$ cat config.mk
export PLATFORM = sky130hd
export DESIGN_NAME = arith_instr_decode_timing
export DESIGN_NICKNAME = d
export VERILOG_FILES = /design/src/rtl/exec_timer.v /design/src/rtl/arith_instr_decode_timing.v
export VERILOG_INCLUDE_DIRS = /design/src /design/src/pkg
export SDC_FILE = /design/constraint.sdc
export NUM_CORES = 1
export LEC_CHECK = 0
export ABC_CLOCK_PERIOD_IN_PS = 2600
export BUFFER_PORTS_ARGS = -buffer_cell sky130_fd_sc_hd__buf_2
export CAP_MARGIN = 10
export CORE_MARGIN = 1
export CORE_UTILIZATION = 48
export DETAILED_ROUTE_END_ITERATION = 8
export PLACE_DENSITY = 0.8
export SLEW_MARGIN = 20
export SYNTH_ARGS = -nofsm -noshare
export SYNTH_HDL_FRONTEND = slang
export SYNTH_SLANG_ARGS = --single-unit
$ cat constraint.sdc
create_clock -name sys_clk -period 2.6 [get_ports sys_clk]
set_clock_uncertainty 0.2 [all_clocks]
set_input_delay 0.26 -clock sys_clk [delete_from_list [all_inputs] [get_ports sys_clk]]
set_output_delay 0.26 -clock sys_clk [all_outputs]
set_load 0.01 [all_outputs]
$ cat src/pkg/arith_decode_regs.vh
// Purpose: Opcode patterns, class codes and clock counts for the
//          arithmetic instruction decoder.
// Assumes: Included by the decoder, its assertion monitor and its testbench.
// Notes:   Patterns with wildcards are binary so casez can use them.
`ifndef ARITH_DECODE_REGS_VH
`define ARITH_DECODE_REGS_VH

// First-byte patterns and the adjust second byte
`define PAT_ADC_RM     8'b0001_00??
`define PAT_ADC_ACC    8'b0001_010?
`define PAT_SUB_RM     8'b0010_10??
`define PAT_SWB_RM     8'b0001_10??
`define PAT_SWB_ACC    8'b0001_110?
`define PAT_GRP_IMM    8'b1000_00??
`define PAT_GRP_MULDIV 8'b1111_011?
`define PAT_GRP_INCDEC 8'b1111_111?
`define PAT_INC_SHORT  8'b0100_0???
`define PAT_DCR_SHORT  8'b0100_1???
`define PAT_SMUL_IMM   8'b0110_10?1
`define OPC_ASCII_SUB_ADJ 8'h3F
`define OPC_BCD_SUB_ADJ   8'h2F
`define OPC_ASCII_ADD_ADJ 8'h37
`define OPC_BCD_ADD_ADJ   8'h27
`define OPC_ASCII_DIV_ADJ 8'hD5
`define OPC_ASCII_MPY_ADJ 8'hD4
`define OPC_ADJ_SECOND    8'h0A
`define OPC_BYTE_TO_WORD  8'h98
`define OPC_WORD_TO_DWORD 8'h99

// Middle-field values of the ModR/M byte
`define MID_ADC    3'h2
`define MID_SUB    3'h5
`define MID_SWB    3'h3
`define MID_INC    3'h0
`define MID_DCR    3'h1
`define MID_UMUL   3'h4
`define MID_SMUL   3'h5
`define MID_UDIV   3'h6
`define MID_SDIV   3'h7

// Operation classes
`define CLS_ADD_CARRY   5'h00
`define CLS_INCREMENT   5'h01
`define CLS_SUBTRACT    5'h02
`define CLS_SUB_BORROW  5'h03
`define CLS_DECREMENT   5'h04
`define CLS_UMUL        5'h05
`define CLS_SMUL        5'h06
`define CLS_SMUL_IMM    5'h07
`define CLS_UDIV        5'h08
`define CLS_SDIV        5'h09
`define CLS_ASCII_SUB   5'h0A
`define CLS_BCD_SUB     5'h0B
`define CLS_ASCII_ADD   5'h0C
`define CLS_BCD_ADD     5'h0D
`define CLS_ASCII_DIV   5'h0E
`define CLS_ASCII_MPY   5'h0F
`define CLS_BYTE_WORD   5'h10
`define CLS_WORD_DWORD  5'h11

// Operand forms
`define FORM_FIXED  3'h0
`define FORM_RMREG  3'h1
`define FORM_RMIMM  3'h2
`define FORM_ACC    3'h3
`define FORM_SHORT  3'h4

// Groups resolved by the ModR/M middle field
`define GRP_NONE   2'h0
`define GRP_IMM    2'h1
`define GRP_MULDIV 2'h2
`define GRP_INCDEC 2'h3

// Execution clock counts
`define CLK_REG        6'h01
`define CLK_MEM_RMREG  6'h07
`define CLK_MEM_RMIMM  6'h08
`define CLK_UMUL_RB    6'h0D
`define CLK_UMUL_RW    6'h15
`define CLK_UMUL_MB    6'h12
`define CLK_UMUL_MW    6'h1A
`define CLK_SMUL_RB    6'h10
`define CLK_SMUL_RW    6'h18
`define CLK_SMUL_MB    6'h15
`define CLK_SMUL_MW    6'h1D
`define CLK_SMULI_R    6'h17
`define CLK_SMULI_M    6'h1C
`define CLK_DIV_RB     6'h12
`define CLK_DIV_RW     6'h1A
`define CLK_DIV_MB     6'h17
`define CLK_DIV_MW     6'h1F
`define CLK_ASCII_SUB  6'h03
`define CLK_BCD_SUB    6'h02
`define CLK_ASCII_ADD  6'h03
`define CLK_BCD_ADD    6'h02
`define CLK_ASCII_DIV  6'h0E
`define CLK_ASCII_MPY  6'h0F
`define CLK_EXTEND     6'h02

`endif

$ cat src/rtl/exec_timer.v
// Purpose: Counts the execution clocks of one decoded instruction.
// Assumes: start is a one-cycle pulse; loadCount is at least one.
// Notes:   busy lasts exactly loadCount cycles after the start edge.
`timescale 1ns/1ns
module exec_timer
(
   input  wire       sys_clk,
   input  wire       rst,
   input  wire       start,
   input  wire [5:0] loadCount,
   output wire       busy,
   output wire       done
);
   reg [5:0] remain;

   always @(posedge sys_clk)
   begin
      if (rst)
         remain <= 6'h00;
      else if (start)
         remain <= loadCount;
      else if (remain != 6'h00)
         remain <= remain - 6'h01;
   end

   assign busy = (remain != 6'h00);
   // Last cycle of the count
   assign done = (remain == 6'h01);
endmodule

$ cat src/rtl/arith_instr_decode_timing.v
// Purpose: Decodes the arithmetic instruction group from a byte stream
//          and holds the core busy for each instruction's clock count.
// Assumes: Bytes come from same-clock fetch logic; valid/ready handshake.
// Notes:   Unknown or foreign opcodes raise unsupportedOp and are dropped.
// What this block does
// - add-with-carry in three forms, register form one clock.
// - short increment 01000+reg takes one clock; reg/mem form 1 or 8.
// - subtract reg/mem form 1 or 7; immediate field 101 takes 1 or 8.
// - subtract-with-borrow register form and immediate field 011.
// - short decrement 01001+reg one clock; reg/mem form field 001.
// - unsigned multiply field 100: 13, 21, 18, 26 clocks.
// - signed multiply field 101: 16, 24, 21, 29 clocks.
// - multiply by immediate 011010s1, second data byte if s is 0.
// - divide fields 110 and 111: 18, 26, 23, 31 clocks.
// - ascii subtract adjust 00111111 takes 3 clocks.
// - decimal subtract adjust takes 2 clocks; its opcode is resolved.
// - ascii add adjust 00110111 takes 3 clocks.
// - decimal add adjust 00100111 takes 2 clocks.
// - ascii divide adjust 11010101 then 00001010, 14 clocks.
// - ascii multiply adjust 11010100 then 00001010, 15 clocks.
// - byte-to-word extend 10011000 takes 2 clocks.
// - word-to-dword extend 10011001 takes 2 clocks.
`timescale 1ns/1ns
`include "arith_decode_regs.vh"
module arith_instr_decode_timing
(
   input  wire        sys_clk,
   input  wire        rst,
   input  wire [7:0]  byteData,
   input  wire        byteValid,
   output wire        byteReady,
   output reg         opValid,
   output reg  [4:0]  opClass,
   output reg  [2:0]  opForm,
   output reg         opWord,
   output reg         opToReg,
   output reg         opSignExt,
   output reg         opMemory,
   output reg  [1:0]  opMod,
   output reg  [2:0]  opReg,
   output reg  [2:0]  opRm,
   output reg  [15:0] opDisp,
   output reg  [15:0] opImm,
   output reg  [5:0]  opClocks,
   output reg         unsupportedOp,
   output wire        execBusy,
   output wire        execDone
);
   localparam S_OPC    = 3'h0;
   localparam S_SECOND = 3'h1;
   localparam S_MODRM  = 3'h2;
   localparam S_DISP   = 3'h3;
   localparam S_IMM    = 3'h4;
   localparam S_LAUNCH = 3'h5;
   localparam S_EXEC   = 3'h6;

   reg  [2:0] st;
   reg  [1:0] group;
   reg  [1:0] dispLeft;
   reg  [1:0] dispTotal;
   reg  [1:0] immLeft;
   reg  [1:0] immTotal;
   reg        launch;

   reg        fKnown;
   reg  [4:0] fCls;
   reg  [2:0] fForm;
   reg        fModrm;
   reg  [1:0] fGroup;
   reg  [1:0] fImm;
   reg        fSecond;
   reg        fWord;
   reg        fSext;

   wire       accept;
   wire [5:0] grpRes;
   wire [1:0] mDisp;
   wire       mMem;

   // Data bytes after the ModR/M: two only when s=0 and w=1
   function [1:0] immSw;
      input s;
      input w;
      begin
         immSw = (!s && w) ? 2'h2 : 2'h1;
      end
   endfunction

   function [1:0] dispCount;
      input [1:0] md;
      input [2:0] rm;
      begin
         if (md == 2'h1)
            dispCount = 2'h1;
         else if (md == 2'h2 || (md == 2'h0 && rm == 3'h6))
            dispCount = 2'h2;
         else
            dispCount = 2'h0;
      end
   endfunction

   // Low byte widened: sign-extended when asked, else zero-filled
   function [15:0] widen;
      input [7:0] b;
      input       sext;
      begin
         widen = {(sext ? {8{b[7]}} : 8'h00), b};
      end
   endfunction

   // Returns {known, class} for a group resolved by the middle field
   function [5:0] groupClass;
      input [1:0] grp;
      input [2:0] mid;
      begin
         groupClass = 6'h00;
         case (grp)
            `GRP_IMM:
            begin
               if (mid == `MID_ADC)
                  groupClass = {1'b1, `CLS_ADD_CARRY};
               else if (mid == `MID_SUB)
                  groupClass = {1'b1, `CLS_SUBTRACT};
               else if (mid == `MID_SWB)
                  groupClass = {1'b1, `CLS_SUB_BORROW};
            end
            `GRP_MULDIV:
            begin
               if (mid == `MID_UMUL)
                  groupClass = {1'b1, `CLS_UMUL};
               else if (mid == `MID_SMUL)
                  groupClass = {1'b1, `CLS_SMUL};
               else if (mid == `MID_UDIV)
                  groupClass = {1'b1, `CLS_UDIV};
               else if (mid == `MID_SDIV)
                  groupClass = {1'b1, `CLS_SDIV};
            end
            `GRP_INCDEC:
            begin
               if (mid == `MID_INC)
                  groupClass = {1'b1, `CLS_INCREMENT};
               else if (mid == `MID_DCR)
                  groupClass = {1'b1, `CLS_DECREMENT};
            end
            default:
               groupClass = 6'h00;
         endcase
      end
   endfunction

   function [5:0] clocksFor;
      input [4:0] cls;
      input [2:0] form;
      input       mem;
      input       word;
      begin
         case (cls)
            `CLS_ADD_CARRY, `CLS_SUBTRACT, `CLS_SUB_BORROW:
               if (mem && form == `FORM_RMIMM)
                  clocksFor = `CLK_MEM_RMIMM;
               else if (mem)
                  clocksFor = `CLK_MEM_RMREG;
               else
                  clocksFor = `CLK_REG;
            `CLS_INCREMENT, `CLS_DECREMENT:
               clocksFor = mem ? `CLK_MEM_RMIMM : `CLK_REG;
            `CLS_UMUL:
               clocksFor = mem ? (word ? `CLK_UMUL_MW : `CLK_UMUL_MB)
                               : (word ? `CLK_UMUL_RW : `CLK_UMUL_RB);
            `CLS_SMUL:
               clocksFor = mem ? (word ? `CLK_SMUL_MW : `CLK_SMUL_MB)
                               : (word ? `CLK_SMUL_RW : `CLK_SMUL_RB);
            `CLS_SMUL_IMM:
               clocksFor = mem ? `CLK_SMULI_M : `CLK_SMULI_R;
            `CLS_UDIV, `CLS_SDIV:
               clocksFor = mem ? (word ? `CLK_DIV_MW : `CLK_DIV_MB)
                               : (word ? `CLK_DIV_RW : `CLK_DIV_RB);
            `CLS_ASCII_SUB:
               clocksFor = `CLK_ASCII_SUB;
            `CLS_BCD_SUB:
               clocksFor = `CLK_BCD_SUB;
            `CLS_ASCII_ADD:
               clocksFor = `CLK_ASCII_ADD;
            `CLS_BCD_ADD:
               clocksFor = `CLK_BCD_ADD;
            `CLS_ASCII_DIV:
               clocksFor = `CLK_ASCII_DIV;
            `CLS_ASCII_MPY:
               clocksFor = `CLK_ASCII_MPY;
            `CLS_BYTE_WORD, `CLS_WORD_DWORD:
               clocksFor = `CLK_EXTEND;
            default:
               clocksFor = `CLK_REG;
         endcase
      end
   endfunction

   // First-byte decode
   always @*
   begin
      fKnown  = 1'b1;
      fCls    = `CLS_ADD_CARRY;
      fForm   = `FORM_FIXED;
      fModrm  = 1'b0;
      fGroup  = `GRP_NONE;
      fImm    = 2'h0;
      fSecond = 1'b0;
      fWord   = byteData[0];
      fSext   = 1'b0;
      casez (byteData)
         `PAT_ADC_RM:
         begin
            fForm  = `FORM_RMREG;
            fModrm = 1'b1;
         end
         `PAT_ADC_ACC:
         begin
            fForm = `FORM_ACC;
            fImm  = byteData[0] ? 2'h2 : 2'h1;
         end
         `PAT_SUB_RM:
         begin
            fCls   = `CLS_SUBTRACT;
            fForm  = `FORM_RMREG;
            fModrm = 1'b1;
         end
         `PAT_SWB_RM:
         begin
            fCls   = `CLS_SUB_BORROW;
            fForm  = `FORM_RMREG;
            fModrm = 1'b1;
         end
         `PAT_SWB_ACC:
         begin
            fCls  = `CLS_SUB_BORROW;
            fForm = `FORM_ACC;
            fImm  = byteData[0] ? 2'h2 : 2'h1;
         end
         `PAT_GRP_IMM:
         begin
            fForm  = `FORM_RMIMM;
            fModrm = 1'b1;
            fGroup = `GRP_IMM;
            fSext  = byteData[1];
            fImm   = immSw(byteData[1], byteData[0]);
         end
         `PAT_GRP_MULDIV:
         begin
            fForm  = `FORM_RMREG;
            fModrm = 1'b1;
            fGroup = `GRP_MULDIV;
         end
         `PAT_GRP_INCDEC:
         begin
            fForm  = `FORM_RMREG;
            fModrm = 1'b1;
            fGroup = `GRP_INCDEC;
         end
         `PAT_INC_SHORT:
         begin
            fCls  = `CLS_INCREMENT;
            fForm = `FORM_SHORT;
            fWord = 1'b1;
         end
         `PAT_DCR_SHORT:
         begin
            fCls  = `CLS_DECREMENT;
            fForm = `FORM_SHORT;
            fWord = 1'b1;
         end
         `PAT_SMUL_IMM:
         begin
            fCls   = `CLS_SMUL_IMM;
            fForm  = `FORM_RMIMM;
            fModrm = 1'b1;
            fSext  = byteData[1];
            fImm   = byteData[1] ? 2'h1 : 2'h2;
         end
         `OPC_ASCII_SUB_ADJ: fCls = `CLS_ASCII_SUB;
         `OPC_BCD_SUB_ADJ:   fCls = `CLS_BCD_SUB;
         `OPC_ASCII_ADD_ADJ: fCls = `CLS_ASCII_ADD;
         `OPC_BCD_ADD_ADJ:   fCls = `CLS_BCD_ADD;
         `OPC_BYTE_TO_WORD:  fCls = `CLS_BYTE_WORD;
         `OPC_WORD_TO_DWORD: fCls = `CLS_WORD_DWORD;
         `OPC_ASCII_DIV_ADJ:
         begin
            fCls    = `CLS_ASCII_DIV;
            fSecond = 1'b1;
         end
         `OPC_ASCII_MPY_ADJ:
         begin
            fCls    = `CLS_ASCII_MPY;
            fSecond = 1'b1;
         end
         default:
            fKnown = 1'b0;
      endcase
   end

   assign byteReady = (st == S_OPC) || (st == S_SECOND) ||
                      (st == S_MODRM) || (st == S_DISP) || (st == S_IMM);
   assign accept = byteValid && byteReady;
   assign grpRes = groupClass(group, byteData[5:3]);
   assign mDisp  = dispCount(byteData[7:6], byteData[2:0]);
   assign mMem   = (byteData[7:6] != 2'h3);

   always @(posedge sys_clk)
   begin
      if (rst)
      begin
         st            <= S_OPC;
         group         <= `GRP_NONE;
         dispLeft      <= 2'h0;
         dispTotal     <= 2'h0;
         immLeft       <= 2'h0;
         immTotal      <= 2'h0;
         launch        <= 1'b0;
         opValid       <= 1'b0;
         opClass       <= `CLS_ADD_CARRY;
         opForm        <= `FORM_FIXED;
         opWord        <= 1'b0;
         opToReg       <= 1'b0;
         opSignExt     <= 1'b0;
         opMemory      <= 1'b0;
         opMod         <= 2'h0;
         opReg         <= 3'h0;
         opRm          <= 3'h0;
         opDisp        <= 16'h0000;
         opImm         <= 16'h0000;
         opClocks      <= 6'h00;
         unsupportedOp <= 1'b0;
      end
      else
      begin
         launch        <= 1'b0;
         opValid       <= 1'b0;
         unsupportedOp <= 1'b0;
         case (st)
            S_OPC:
               if (accept)
               begin
                  opClass   <= fCls;
                  opForm    <= fForm;
                  opWord    <= fWord;
                  opToReg   <= byteData[1];
                  opSignExt <= fSext;
                  opMemory  <= 1'b0;
                  opMod     <= 2'h3;
                  opReg     <= byteData[2:0];
                  opRm      <= byteData[2:0];
                  opDisp    <= 16'h0000;
                  opImm     <= 16'h0000;
                  group     <= fGroup;
                  immLeft   <= fImm;
                  immTotal  <= fImm;
                  if (!fKnown)
                     unsupportedOp <= 1'b1;
                  else if (fSecond)
                     st <= S_SECOND;
                  else if (fModrm)
                     st <= S_MODRM;
                  else if (fImm != 2'h0)
                     st <= S_IMM;
                  else
                     st <= S_LAUNCH;
               end
            S_SECOND:
               if (accept)
               begin
                  if (byteData == `OPC_ADJ_SECOND)
                     st <= S_LAUNCH;
                  else
                  begin
                     unsupportedOp <= 1'b1;
                     st            <= S_OPC;
                  end
               end
            S_MODRM:
               if (accept)
               begin
                  opMod     <= byteData[7:6];
                  opReg     <= byteData[5:3];
                  opRm      <= byteData[2:0];
                  opMemory  <= mMem;
                  dispLeft  <= mDisp;
                  dispTotal <= mDisp;
                  if (group != `GRP_NONE)
                     opClass <= grpRes[4:0];
                  if (group != `GRP_NONE && !grpRes[5])
                  begin
                     unsupportedOp <= 1'b1;
                     st            <= S_OPC;
                  end
                  else if (mDisp != 2'h0)
                     st <= S_DISP;
                  else if (immLeft != 2'h0)
                     st <= S_IMM;
                  else
                     st <= S_LAUNCH;
               end
            S_DISP:
               if (accept)
               begin
                  if (dispLeft == dispTotal)
                     opDisp <= widen(byteData, dispTotal == 2'h1);
                  else
                     opDisp <= {byteData, opDisp[7:0]};
                  dispLeft <= dispLeft - 2'h1;
                  if (dispLeft == 2'h1)
                     st <= (immLeft != 2'h0) ? S_IMM : S_LAUNCH;
               end
            S_IMM:
               if (accept)
               begin
                  if (immLeft == immTotal)
                     opImm <= widen(byteData, opSignExt);
                  else
                     opImm <= {byteData, opImm[7:0]};
                  immLeft <= immLeft - 2'h1;
                  if (immLeft == 2'h1)
                     st <= S_LAUNCH;
               end
            S_LAUNCH:
            begin
               opClocks <= clocksFor(opClass, opForm, opMemory, opWord);
               opValid  <= 1'b1;
               launch   <= 1'b1;
               st       <= S_EXEC;
            end
            S_EXEC:
               if (execDone)
                  st <= S_OPC;
            default:
               st <= S_OPC;
         endcase
      end
   end

   exec_timer timer
   (
      .sys_clk   (sys_clk),
      .rst       (rst),
      .start     (launch),
      .loadCount (opClocks),
      .busy      (execBusy),
      .done      (execDone)
   );
endmodule

==> run metrics, run 1 <==
status=finished clean; clock sink count=78; Max FO, Critical Path=9; io pins=74; Syn Nets=slightly below 600; initial DRC count=between 200 and 300; leakage=approximately 2.0 nW; Final Worst Setup Slack=0.417 ns; Register Area=1560 um2; GR Util All Layers=between 20% and 30%; antenna-violating nets left=0; max incr delay on CP=roughly 0.58 ns; PortBufs=a little over 70; Worst setup EP type=flip-flop; Slew headroom=a little over half; Final #Nets=about 660; initial core utilization=50.2%; placed insts=about 730; yosys warns=0; Clock Pin Slew Worst Setup and Hold Paths=around 0.08 ns; crit path cell chain=clkinv_1 > nor3_1 > o211ai_1 > o211ai_1 > o21ai_0 > a211oi_1; initial antenna violation count=0; Final Max Tran Viols=0; Hold WC Path Type=primary input to flip-flop; Fillers=between 700 and 800; Post-DP Area=between 4000 and 5000 um2; power per standard cell area=about 700 nW/um2; largest net degree at the start of global routing=37; fin cells=about 750; CTS buffer count=9; layout cell share with drive strength beyond 1=roughly 18%; Slew @ Worst Pin=between 0.6 and 0.7 ns; Ant. Diodes=0; period utilisation layout=between 80% and 90%; Via Count=4485; synthesized flop and latch total=slightly below 80; total gr overflow=0; area occupied by multi-input gates=roughly 2400 um2; DIE AREA=9090 um2; pre-CTS setup slack=about 0.26 ns; slack of the worst reg-to-reg path=about 0.42 ns; post-DR vias/cell=5.99; core area=between 8000 and 9000 um2; Post-synth EDFFs=0; Crit-path slowest cell=nor3_1; Avg Cell Area, Syn=~7.4 um2; prevailing post-synth register cell=dfxtp_1; Worst EP arrival=roughly 2.3 ns; most used cell, CP=o211ai_1; Pwr Total=about 3.5 mW; DR WL/cell=16.3 um; post-cts repair resize count=0; # hold bufs at CTS=0; fmax=~460 MHz; sequential share of the synthesized area=approximately 37%; final hold viol count=0; Critical Path Source Type=flip-flop; Clk Latency, worst-skew pair=around 0.36 ns; Min Clock Period, post-route=approximately 2.2 ns; number of global-route vias before repair=4035; RSZ-0062 raised after global routing=no; first-pass GRT wire length=a little under 20 mm; VDD IR-drop max=between 0.3 and 0.4 mV; post-route setup TNS=0 ns; H-tree levels=3; Final GP Congestion=0.952; Setup Crit Path Kind=flip-flop to flip-flop; Detailed Routing Iterations Pass 1=5; drt total wl=between 10 and 15 mm; CTS tree=done; Final Instance Area=roughly 5000 um2; kind of cell adding the most delay to the critical path=compound AO/OA/AOI/OAI gates; Post-synth ARST share=0%; clock buffer depth=2; Netlist cell types=between 50 and 60; height of the die=95.4 um; mapped cell area=4180 um2; cells after synthesis=approximately 570; Rows=33; layout overhead on the synthesized area=18.7%; Bufs and invs on worst path=1; final setup violating endpoints=0; max_cap viols=0; Die X=roughly 95 um; CTS root buffer=clkbuf_8; WP data required=approximately 2.7 ns; HPWL after DPL=about 8.7 mm; Post-CTS Setup Bufs=0; Remaining DRCs=0
cells in the mapped netlist (all sizes together), types with 2 or more instances:
cell	instances	share of area, %
clkinv	2	0.18
and3b	2	0.42
nor4bb	2	0.48
buf	7	0.84
nor2b	5	0.75
nor2	68	6.1
o21a	3	0.54
o22a	2	0.42
and4b	2	0.48
or3	2	0.30
a22oi	11	2.0
clkbuf	30	2.7
a2111oi	4	1.3
o211ai	6	1.1
a31oi	3	0.45
nand2	90	8.1
and2	5	0.75
nor3	19	2.3
nand3b	6	1.1
nand4b	2	0.42
ha	6	1.8
a221oi	2	0.42
a21oi	70	8.4
inv	13	1.2
nand3	21	2.5
xor2	5	1.0
o31ai	4	0.72
a21o	3	0.54
a211oi	9	1.6
dfxtp	78	37
a311oi	9	1.9
nand4	2	0.30
a211o	2	0.42
and4	2	0.42
and3	6	0.90
xnor2	5	1.0
nor3b	3	0.66
o21ai	37	4.4
nand2b	7	1.0
path summary, 6_finish.rpt:
path | start | to | cells past startpoint
worst min-delay path | byteData[1] | opToReg | 3
worst max-delay path | st[1] | st[2] | 6
worst max register to register | st[1] | st[2] | 6
worst min register to register | opDisp[9] | opDisp[9] | 2
layout by cell type (no fill, tap or decap), types with 6 or more instances in the layout:
master | synthesis | layout
a211oi_1 | 9 | 9
a21oi_1 | 70 | 70
a22oi_1 | 11 | 11
a311oi_1 | 9 | 9
and3_1 | 6 | 6
buf_2 | 4 | 72
buf_4 | 1 | 24
clkbuf_8 | 0 | 9
dfxtp_1 | 78 | 78
ha_1 | 6 | 6
inv_1 | 13 | 13
nand2_1 | 90 | 90
nand2b_1 | 7 | 7
nand3_1 | 21 | 21
nand3b_1 | 6 | 6
nor2_1 | 68 | 68
nor3_1 | 19 | 19
o211ai_1 | 6 | 6
o21ai_0 | 34 | 34
metal layers:
| layer | wire, um | share of wire, % | vias up | global-route usage, % |
|---|---|---|---|---|
| met1 | 5300 | 43 | 2095 | 35.6 |
| met5 | 0 | 0 | - | 0 |
| met3 | 848 | 6.9 | 31 | 4.70 |
| met2 | 5760 | 47 | 202 | 46.3 |
| li1 | - | - | 2157 | - |
| met4 | 305 | 2.5 | 0 | 12.5 |
report_power, final:
group	switching [mW]	internal, mW	leakage, nW	total [mW]
clock	0.466	0.642	0.114	1.11
combinational	0.624	0.390	1.30	1.01
sequential	0.116	1.29	0.634	1.40
total	1.21	2.32	2.04	3.53
area by class of cell:
cell class | instances | share of cell area (%)
multi-input cells | 438 | 48.7
flip-flops and latches | 78 | 31.4
repair buffers | 97 | 11.3
clock buffers | 11 | 2.65
well taps | 105 | 2.65
clock inverters | 5 | 2.14
inverters | 15 | 1.13
sequential cells by signal (all words and copies together) (netlist names), 3 cells and up:
name,flops
opRm,3
opClocks,5
opDisp,16
st,3
opReg,3
opImm,16
opForm,3
opClass,5
timer.remain,6
tightest hold or removal path, delay by kind of cell:
| kind | cells | cell delay, ns |
|---|---|---|
| AND/OR/NAND/NOR | 1 | 0.06 |
| AO/OA/AOI/OAI | 1 | 0.05 |
| buffers and inverters | 1 | 0.14 |
cell families (layout without fill, tap and decap cells):
kind of cell / after synthesis / in the layout / share of synthesized area (%)
and+or+nand+nor: 245 / 245 / 27.1
AOI/OAI and AO/OA: 174 / 174 / 26.2
DFF: 78 / 78 / 37.3
buffers and inverters: 52 / 128 / 4.87
xor gates and xnor gates: 10 / 10 / 2.09
adders and majority gates: 6 / 6 / 1.79
muxes: 2 / 2 / 0.508
other: 1 / 1 / 0.0896
metrics by stage:
stage	utilization, %	hold WS, ns
global route	59.5	0.0201
global placement	56.7	0.239
floorplan	-	0.248
CTS	59.5	0.00125
finish	59.5	0.00552
detailed placement	56.7	0.241
Note: power is estimated with default switching activity, not from simulation.
==> inputs of run 2 (changes only) <==
ABC_CLOCK_PERIOD_IN_PS = 1800   (was 2600)
PLACE_DENSITY = 0.83   (was 0.8)
clock period = 1.8 ns   (was 2.6 ns; I/O delays follow)
==> run metrics, run 2 (synthesized netlist as in run 1, its figures left out) <==
Critical Path Source Type=flip-flop (unchanged); drt total wl=13.4 mm (was 12.2 mm); power per standard cell area=917 nW/um2 (was 710 nW/um2); internal power=3.29 mW (was 2.32 mW); Comb power frac=36.4% (was 28.7%); WHS=0.0219 ns (was 0.00552 ns); antenna-violating nets left=0 (unchanged); Worst setup EP type=flip-flop (unchanged); commonest non-fill, non-tap cell in the layout=buf_4 (was nand2_1); final setup violating endpoints=1 (was 0); VDD IR-drop max=0.782 mV (was 0.387 mV); slack of the worst reg-to-reg path=-0.02 ns (was 0.42 ns); status=finished with violations (was finished clean); Largest regs=opDisp (16), opImm (16), timer.remain (6) (unchanged); Final GP Congestion=0.940 (was 0.952); Fillers=720 (was 775); layout cell share with drive strength beyond 1=33.7% (was 18.2%); layout overhead on the synthesized area=37.0% (was 18.7%); commonest non-fill, non-tap cells in the layout=107 x buf_4, 90 x nand2_1, 72 x buf_2, 67 x a21oi_1, 66 x dfxtp_1 (was 90 x nand2_1, 78 x dfxtp_1, 72 x buf_2, 70 x a21oi_1, 68 x nor2_1); P_sw=1.97 mW (was 1.21 mW); Final Worst Setup Slack=-0.0168 ns (was 0.417 ns); Hold WC Path Type=primary input to flip-flop (unchanged); initial DRC count=328 (was 261); most used cell, CP=o211ai_1 (unchanged); number of global-route vias before repair=4685 (was 4035); clock network fraction of total power=25.1% (was 31.4%); HPWL after DPL=10.1 mm (was 8.67 mm); Final Max Tran Viols=0 (unchanged); height of the die=95.4 um (unchanged); Flop pwr share=38.5% (was 39.8%); kind of cell adding the most delay to the critical path=compound AO/OA/AOI/OAI gates (unchanged); initial core utilization=50.2% (unchanged); initial antenna violation count=0 (unchanged); post-DR vias/cell=5.77 (was 5.99); clock buffer depth=2 (unchanged); Clock Pin Slew Worst Setup and Hold Paths=0.10 ns (was 0.08 ns); RSZ-0062 raised after global routing=yes (was no); hold path cells=4 (was 3); H-tree levels=3 (unchanged); PortBufs=72 (unchanged); leakage=2.47 nW (was 2.04 nW); final hold viol count=0 (unchanged); Crit-path slowest cell=dfxtp_2 (was nor3_1); Worst EP arrival=1.83 ns (was 2.26 ns); Via Count=4808 (was 4485); Setup Crit Path Kind=flip-flop to flip-flop (unchanged); Min Clock Period, post-route=1.82 ns (was 2.18 ns); Crit Reg-Reg Startpoint=group[1] (was st[1]); max_cap viols=0 (unchanged); Ant. Diodes=0 (unchanged); Rows=33 (unchanged); Max FO, Critical Path=3 (was 9); WP data required=1.82 ns (was 2.67 ns); Die X=95.4 um (unchanged); hold path endpoint=st[0] (was opToReg); fmax=550 MHz (was 458 MHz); Slew @ Worst Pin=0.509 ns (was 0.695 ns); Sw Ratio=37.5% (was 34.2%); crit path cell chain=and2_1 > a211o_1 > buf_4 > o211ai_1 > o211ai_1 > o21ai_1 > a211oi_1 (was clkinv_1 > nor3_1 > o211ai_1 > o211ai_1 > o21ai_0 > a211oi_1); first-pass GRT wire length=21.8 mm (was 19.7 mm); core area=8340 um2 (unchanged); Bufs and invs on worst path=1 (unchanged); origin of the worst setup path=group[1] (was st[1]); CTS root buffer=clkbuf_8 (unchanged); total gr overflow=0 (unchanged); CTS buffer count=9 (unchanged); CTS tree=done (unchanged); period utilisation layout=101% (was 83.9%); DIE AREA=9090 um2 (unchanged); failing checks=setup timing; io pins=74 (unchanged); GR Util All Layers=31.0% (was 28.0%); min-delay src=byteValid (was byteData[1]); DR WL/cell=16.1 um (was 16.3 um); Remaining DRCs=0 (unchanged); max incr delay on CP=0.35 ns (was 0.58 ns); Clk Latency, worst-skew pair=0.36 ns (about the same); pre-CTS setup slack=-0.258 ns (was 0.255 ns); clock sink count=78 (unchanged); Final #Nets=740 (was 656); Slew headroom=66.0% (was 53.6%); RR Endpoint=st[2] (unchanged); Detailed Routing Iterations Pass 1=5 (unchanged); largest net degree at the start of global routing=35 (was 37); final core occ=68.7% (was 59.5%); worst reg-to-reg path cell count=7 (was 6)
[run 2: changes by cell type in the layout (fill, tap and decap cells not counted), moves of 4 or more]
| cell | previous run | this run |
|---|---|---|
| buf_4 | 24 | 107 |
| dfxtp_1 | 78 | 66 |
| dfxtp_2 | 0 | 10 |
| nor2_1 | 68 | 62 |
| nor2_2 | 0 | 6 |
| nor3_1 | 19 | 15 |
| nor3_2 | 0 | 4 |
[run 2: layer usage]
layer / track usage, % / share of wire [%] / wire length [um] / up-vias
li1: - / - / - / 2330
met1: 35.5 / 41 / 5540 / 2253
met2: 56.7 / 50 / 6730 / 186
met3: 5.42 / 5.8 / 782 / 39
met4: 12.0 / 2.7 / 357 / 0
met5: 0 / 0 / 0 / -
[run 2: what timing repair did]
action | CTS | global route
pin swaps | 3 | 4
gates resized for setup | 12 | 27
setup buffers | 1 | 2
endpoints found under the setup margin | 28 | 43
hold buffers | 0 | 0
[run 2: tightest hold or removal path: stages]
cell      delay (ns)
buf_2           0.16
a21oi_2         0.08
nand3b_1        0.07
o21ai_0         0.07
[run 2: through the flow]
stage	area, um2	total power, mW	TNS [ns]	std cells
3_3_place_gp	5390	3.75	-1.74	814
4_1_cts	5630	5.18	-0.00152	831
3_5_place_dp	5390	3.82	-2.79	814
2_1_floorplan	4240	3.07	-0.0497	568
6_report	5730	5.26	-0.0168	833
5_1_grt	5730	5.56	-0.174	833
[run 2: final cells by class]
type	instances	area, um2	area share (%)
multi-input combinational	438	2560	44.7
sequential	78	1580	27.6
timing repair buffer	181	1200	21.0
tap	105	131	2.29
clock buffer	9	124	2.16
clock inverter	7	73.8	1.29
inverter	15	56.3	0.983
[run 2: worst max path at each step]
stage	to	cells after the start
after global routing	st[2]	7
after global placement	unsupportedOp	7
after detailed placement	st[2]	8
after floorplan	opClocks[3]	8
final	st[2]	7
after CTS	st[2]	7
[run 2: power groups by stage]
stage	logic, mW	clock network (mW)	registers, mW
global route	2.10	1.42	2.05
detailed placement	1.78	0	2.04
finish	1.91	1.32	2.02
CTS	1.83	1.35	2.01
global placement	1.71	0	2.04
floorplan	1.04	0	2.03
==> inputs of run 3 (changes only) <==
GPL_TIMING_DRIVEN = 0   (was default)
SKIP_LAST_GASP = 1   (was default)
==> run metrics, run 3 (synthesized netlist as in run 1, its figures left out) <==
final hold viol count=0 (unchanged); Slew @ Worst Pin=0.772 ns (was 0.509 ns); RSZ-0062 raised after global routing=yes (unchanged); WHS=0.0201 ns (was 0.0219 ns); Clk Latency, worst-skew pair=0.35 ns (was 0.36 ns); max_cap viols=0 (unchanged); leakage=2.15 nW (was 2.47 nW); initial antenna violation count=0 (unchanged); Slew headroom=48.5% (was 66.0%); total gr overflow=0 (unchanged); VDD IR-drop max=0.571 mV (was 0.782 mV); Worst EP arrival=1.92 ns (was 1.83 ns); layout cell share with drive strength beyond 1=29.0% (was 33.7%); commonest non-fill, non-tap cell in the layout=nand2_1 (was buf_4); core area=8340 um2 (unchanged); H-tree levels=3 (unchanged); Final Instance Area=5410 um2 (was 5730 um2); height of the die=95.4 um (unchanged); Critical Path Source Type=flip-flop (unchanged); crit path cell chain=buf_6 > nor2_4 > buf_4 > a21o_1 > a41oi_2 > buf_4 > nor2_1 > nor3_1 (was and2_1 > a211o_1 > buf_4 > o211ai_1 > o211ai_1 > o21ai_1 > a211oi_1); Remaining DRCs=0 (unchanged); Detailed Routing Iterations Pass 1=7 (was 5); clock sink count=78 (unchanged); commonest non-fill, non-tap cells in the layout=88 x nand2_1, 69 x buf_2, 67 x dfxtp_1, 63 x a21oi_1, 57 x nor2_1 (was 107 x buf_4, 90 x nand2_1, 72 x buf_2, 67 x a21oi_1, 66 x dfxtp_1); period utilisation layout=103% (was 101%); DR WL/cell=17.9 um (was 16.1 um); initial core utilization=50.2% (unchanged); Worst setup EP type=flip-flop (unchanged); clock buffer depth=2 (unchanged); PortBufs=70 (was 72); number of global-route vias before repair=4304 (was 4685); Post-DP Area=4720 um2 (was 5390 um2); fin cells=768 (was 833); largest net degree at the start of global routing=13 (was 35); Final #Nets=677 (was 740); Hold WC Path Type=primary input to flip-flop (unchanged); Die X=95.4 um (unchanged); Pwr Total=5.10 mW (was 5.26 mW); Crit-path slowest cell=dfxtp_1 (was dfxtp_2); failing checks=setup timing (unchanged); io pins=74 (unchanged); power per standard cell area=942 nW/um2 (was 917 nW/um2); Clock Pin Slew Worst Setup and Hold Paths=0.08 ns (was 0.10 ns); most used cell, CP=buf_4 (was o211ai_1); status=finished with violations (unchanged); CTS root buffer=clkbuf_8 (unchanged); Rows=33 (unchanged); first-pass GRT wire length=21.0 mm (was 21.8 mm); kind of cell adding the most delay to the critical path=buffers and inverters (was compound AO/OA/AOI/OAI gates); HPWL after DPL=9.25 mm (was 10.1 mm); DIE AREA=9090 um2 (unchanged); Bufs and invs on worst path=3 (was 1); Max FO, Critical Path=10 (was 3); max incr delay on CP=0.40 ns (was 0.35 ns); Final GP Congestion=0.952 (was 0.940); Setup Crit Path Kind=flip-flop to flip-flop (unchanged); Via Count=4631 (was 4808); GR Util All Layers=30.3% (was 31.0%); fmax=538 MHz (was 550 MHz); Final Max Tran Viols=0 (unchanged); WP data required=1.86 ns (was 1.82 ns); CTS tree=done (unchanged); Largest regs=opDisp (16), opImm (16), timer.remain (6) (unchanged); layout overhead on the synthesized area=29.4% (was 37.0%); placed insts=743 (was 814); Ant. Diodes=0 (unchanged); Min Clock Period, post-route=1.86 ns (was 1.82 ns); final setup violating endpoints=4 (was 1); initial DRC count=470 (was 328); CTS buffer count=9 (unchanged); Final Worst Setup Slack=-0.0600 ns (was -0.0168 ns); antenna-violating nets left=0 (unchanged); post-DR vias/cell=6.03 (was 5.77); pre-CTS setup slack=-0.726 ns (was -0.258 ns); drt total wl=13.8 mm (was 13.4 mm)
run 3: cell types whose count changed in the layout (fill, tap and decap cells not counted), moves of 4 or more:
cell	delta
clkbuf_1	+12
nor2_4	+4
clkbuf_2	+8
a21oi_1	-4
nor2_1	-5
buf_6	+6
buf_4	-93
run 3: stage by stage:
stage / utilization [%] / TNS (ns)
after global placement: 56.6 / -15.63
after global routing: 64.9 / -0.550
final: 64.9 / -0.143
after floorplan: - / -0.0497
after CTS: 61.9 / -0.327
after detailed placement: 56.6 / -18.60
run 3: power breakdown:
| group | total [mW] | switching [mW] | internal, mW |
|---|---|---|---|
| sequential | 2.02 | 0.150 | 1.87 |
| clock | 1.31 | 0.648 | 0.662 |
| combinational | 1.77 | 1.08 | 0.691 |
run 3: layout make-up:
| type | count | area, um2 |
|---|---|---|
| buffer | 35 | 208 |
| multi-input combinational | 438 | 2750 |
| sequential | 78 | 1580 |
| clock buffer | 10 | 138 |
| inverter | 15 | 65.1 |
| tap | 105 | 131 |
| timing repair buffer | 83 | 492 |
| fill | 736 | 2930 |
| clock inverter | 4 | 48.8 |
run 3: final timing paths:
path / from / to / slack (ns) / cells past startpoint
max: st[1] / st[1] / -0.06 / 8
min: byteData[1] / immTotal[1] / 0.02 / 4
max reg2reg: st[1] / st[1] / -0.06 / 8
min reg2reg: opDisp[9] / opDisp[9] / 0.25 / 2
run 3: per-layer routing:
metal / routed length [um] / part of all wire, % / track usage (%) / vias to the layer above
met5: 0 / 0 / 0 / -
met4: 393 / 2.9 / 13.1 / 0
met3: 926 / 6.7 / 5.18 / 37
met2: 6680 / 49 / 51.4 / 228
met1: 5770 / 42 / 37.5 / 2173
li1: - / - / - / 2193
run 3: timing repair:
item                       in CTS  in global routing
gates resized for setup        66                 65
buffers inserted                4                  8
hold buffers                    1                  0
setup endpoints to repair      71                 59
hold endpoints to repair        1                  0
pin swaps                      15                 16
run 3: worst register-to-register path, delay by kind of cell (launching register included):
family	cells	cell delay, ns
compound gates	2	0.38
buf+inv	3	0.49
flops	1	0.40
simple gates	3	0.29
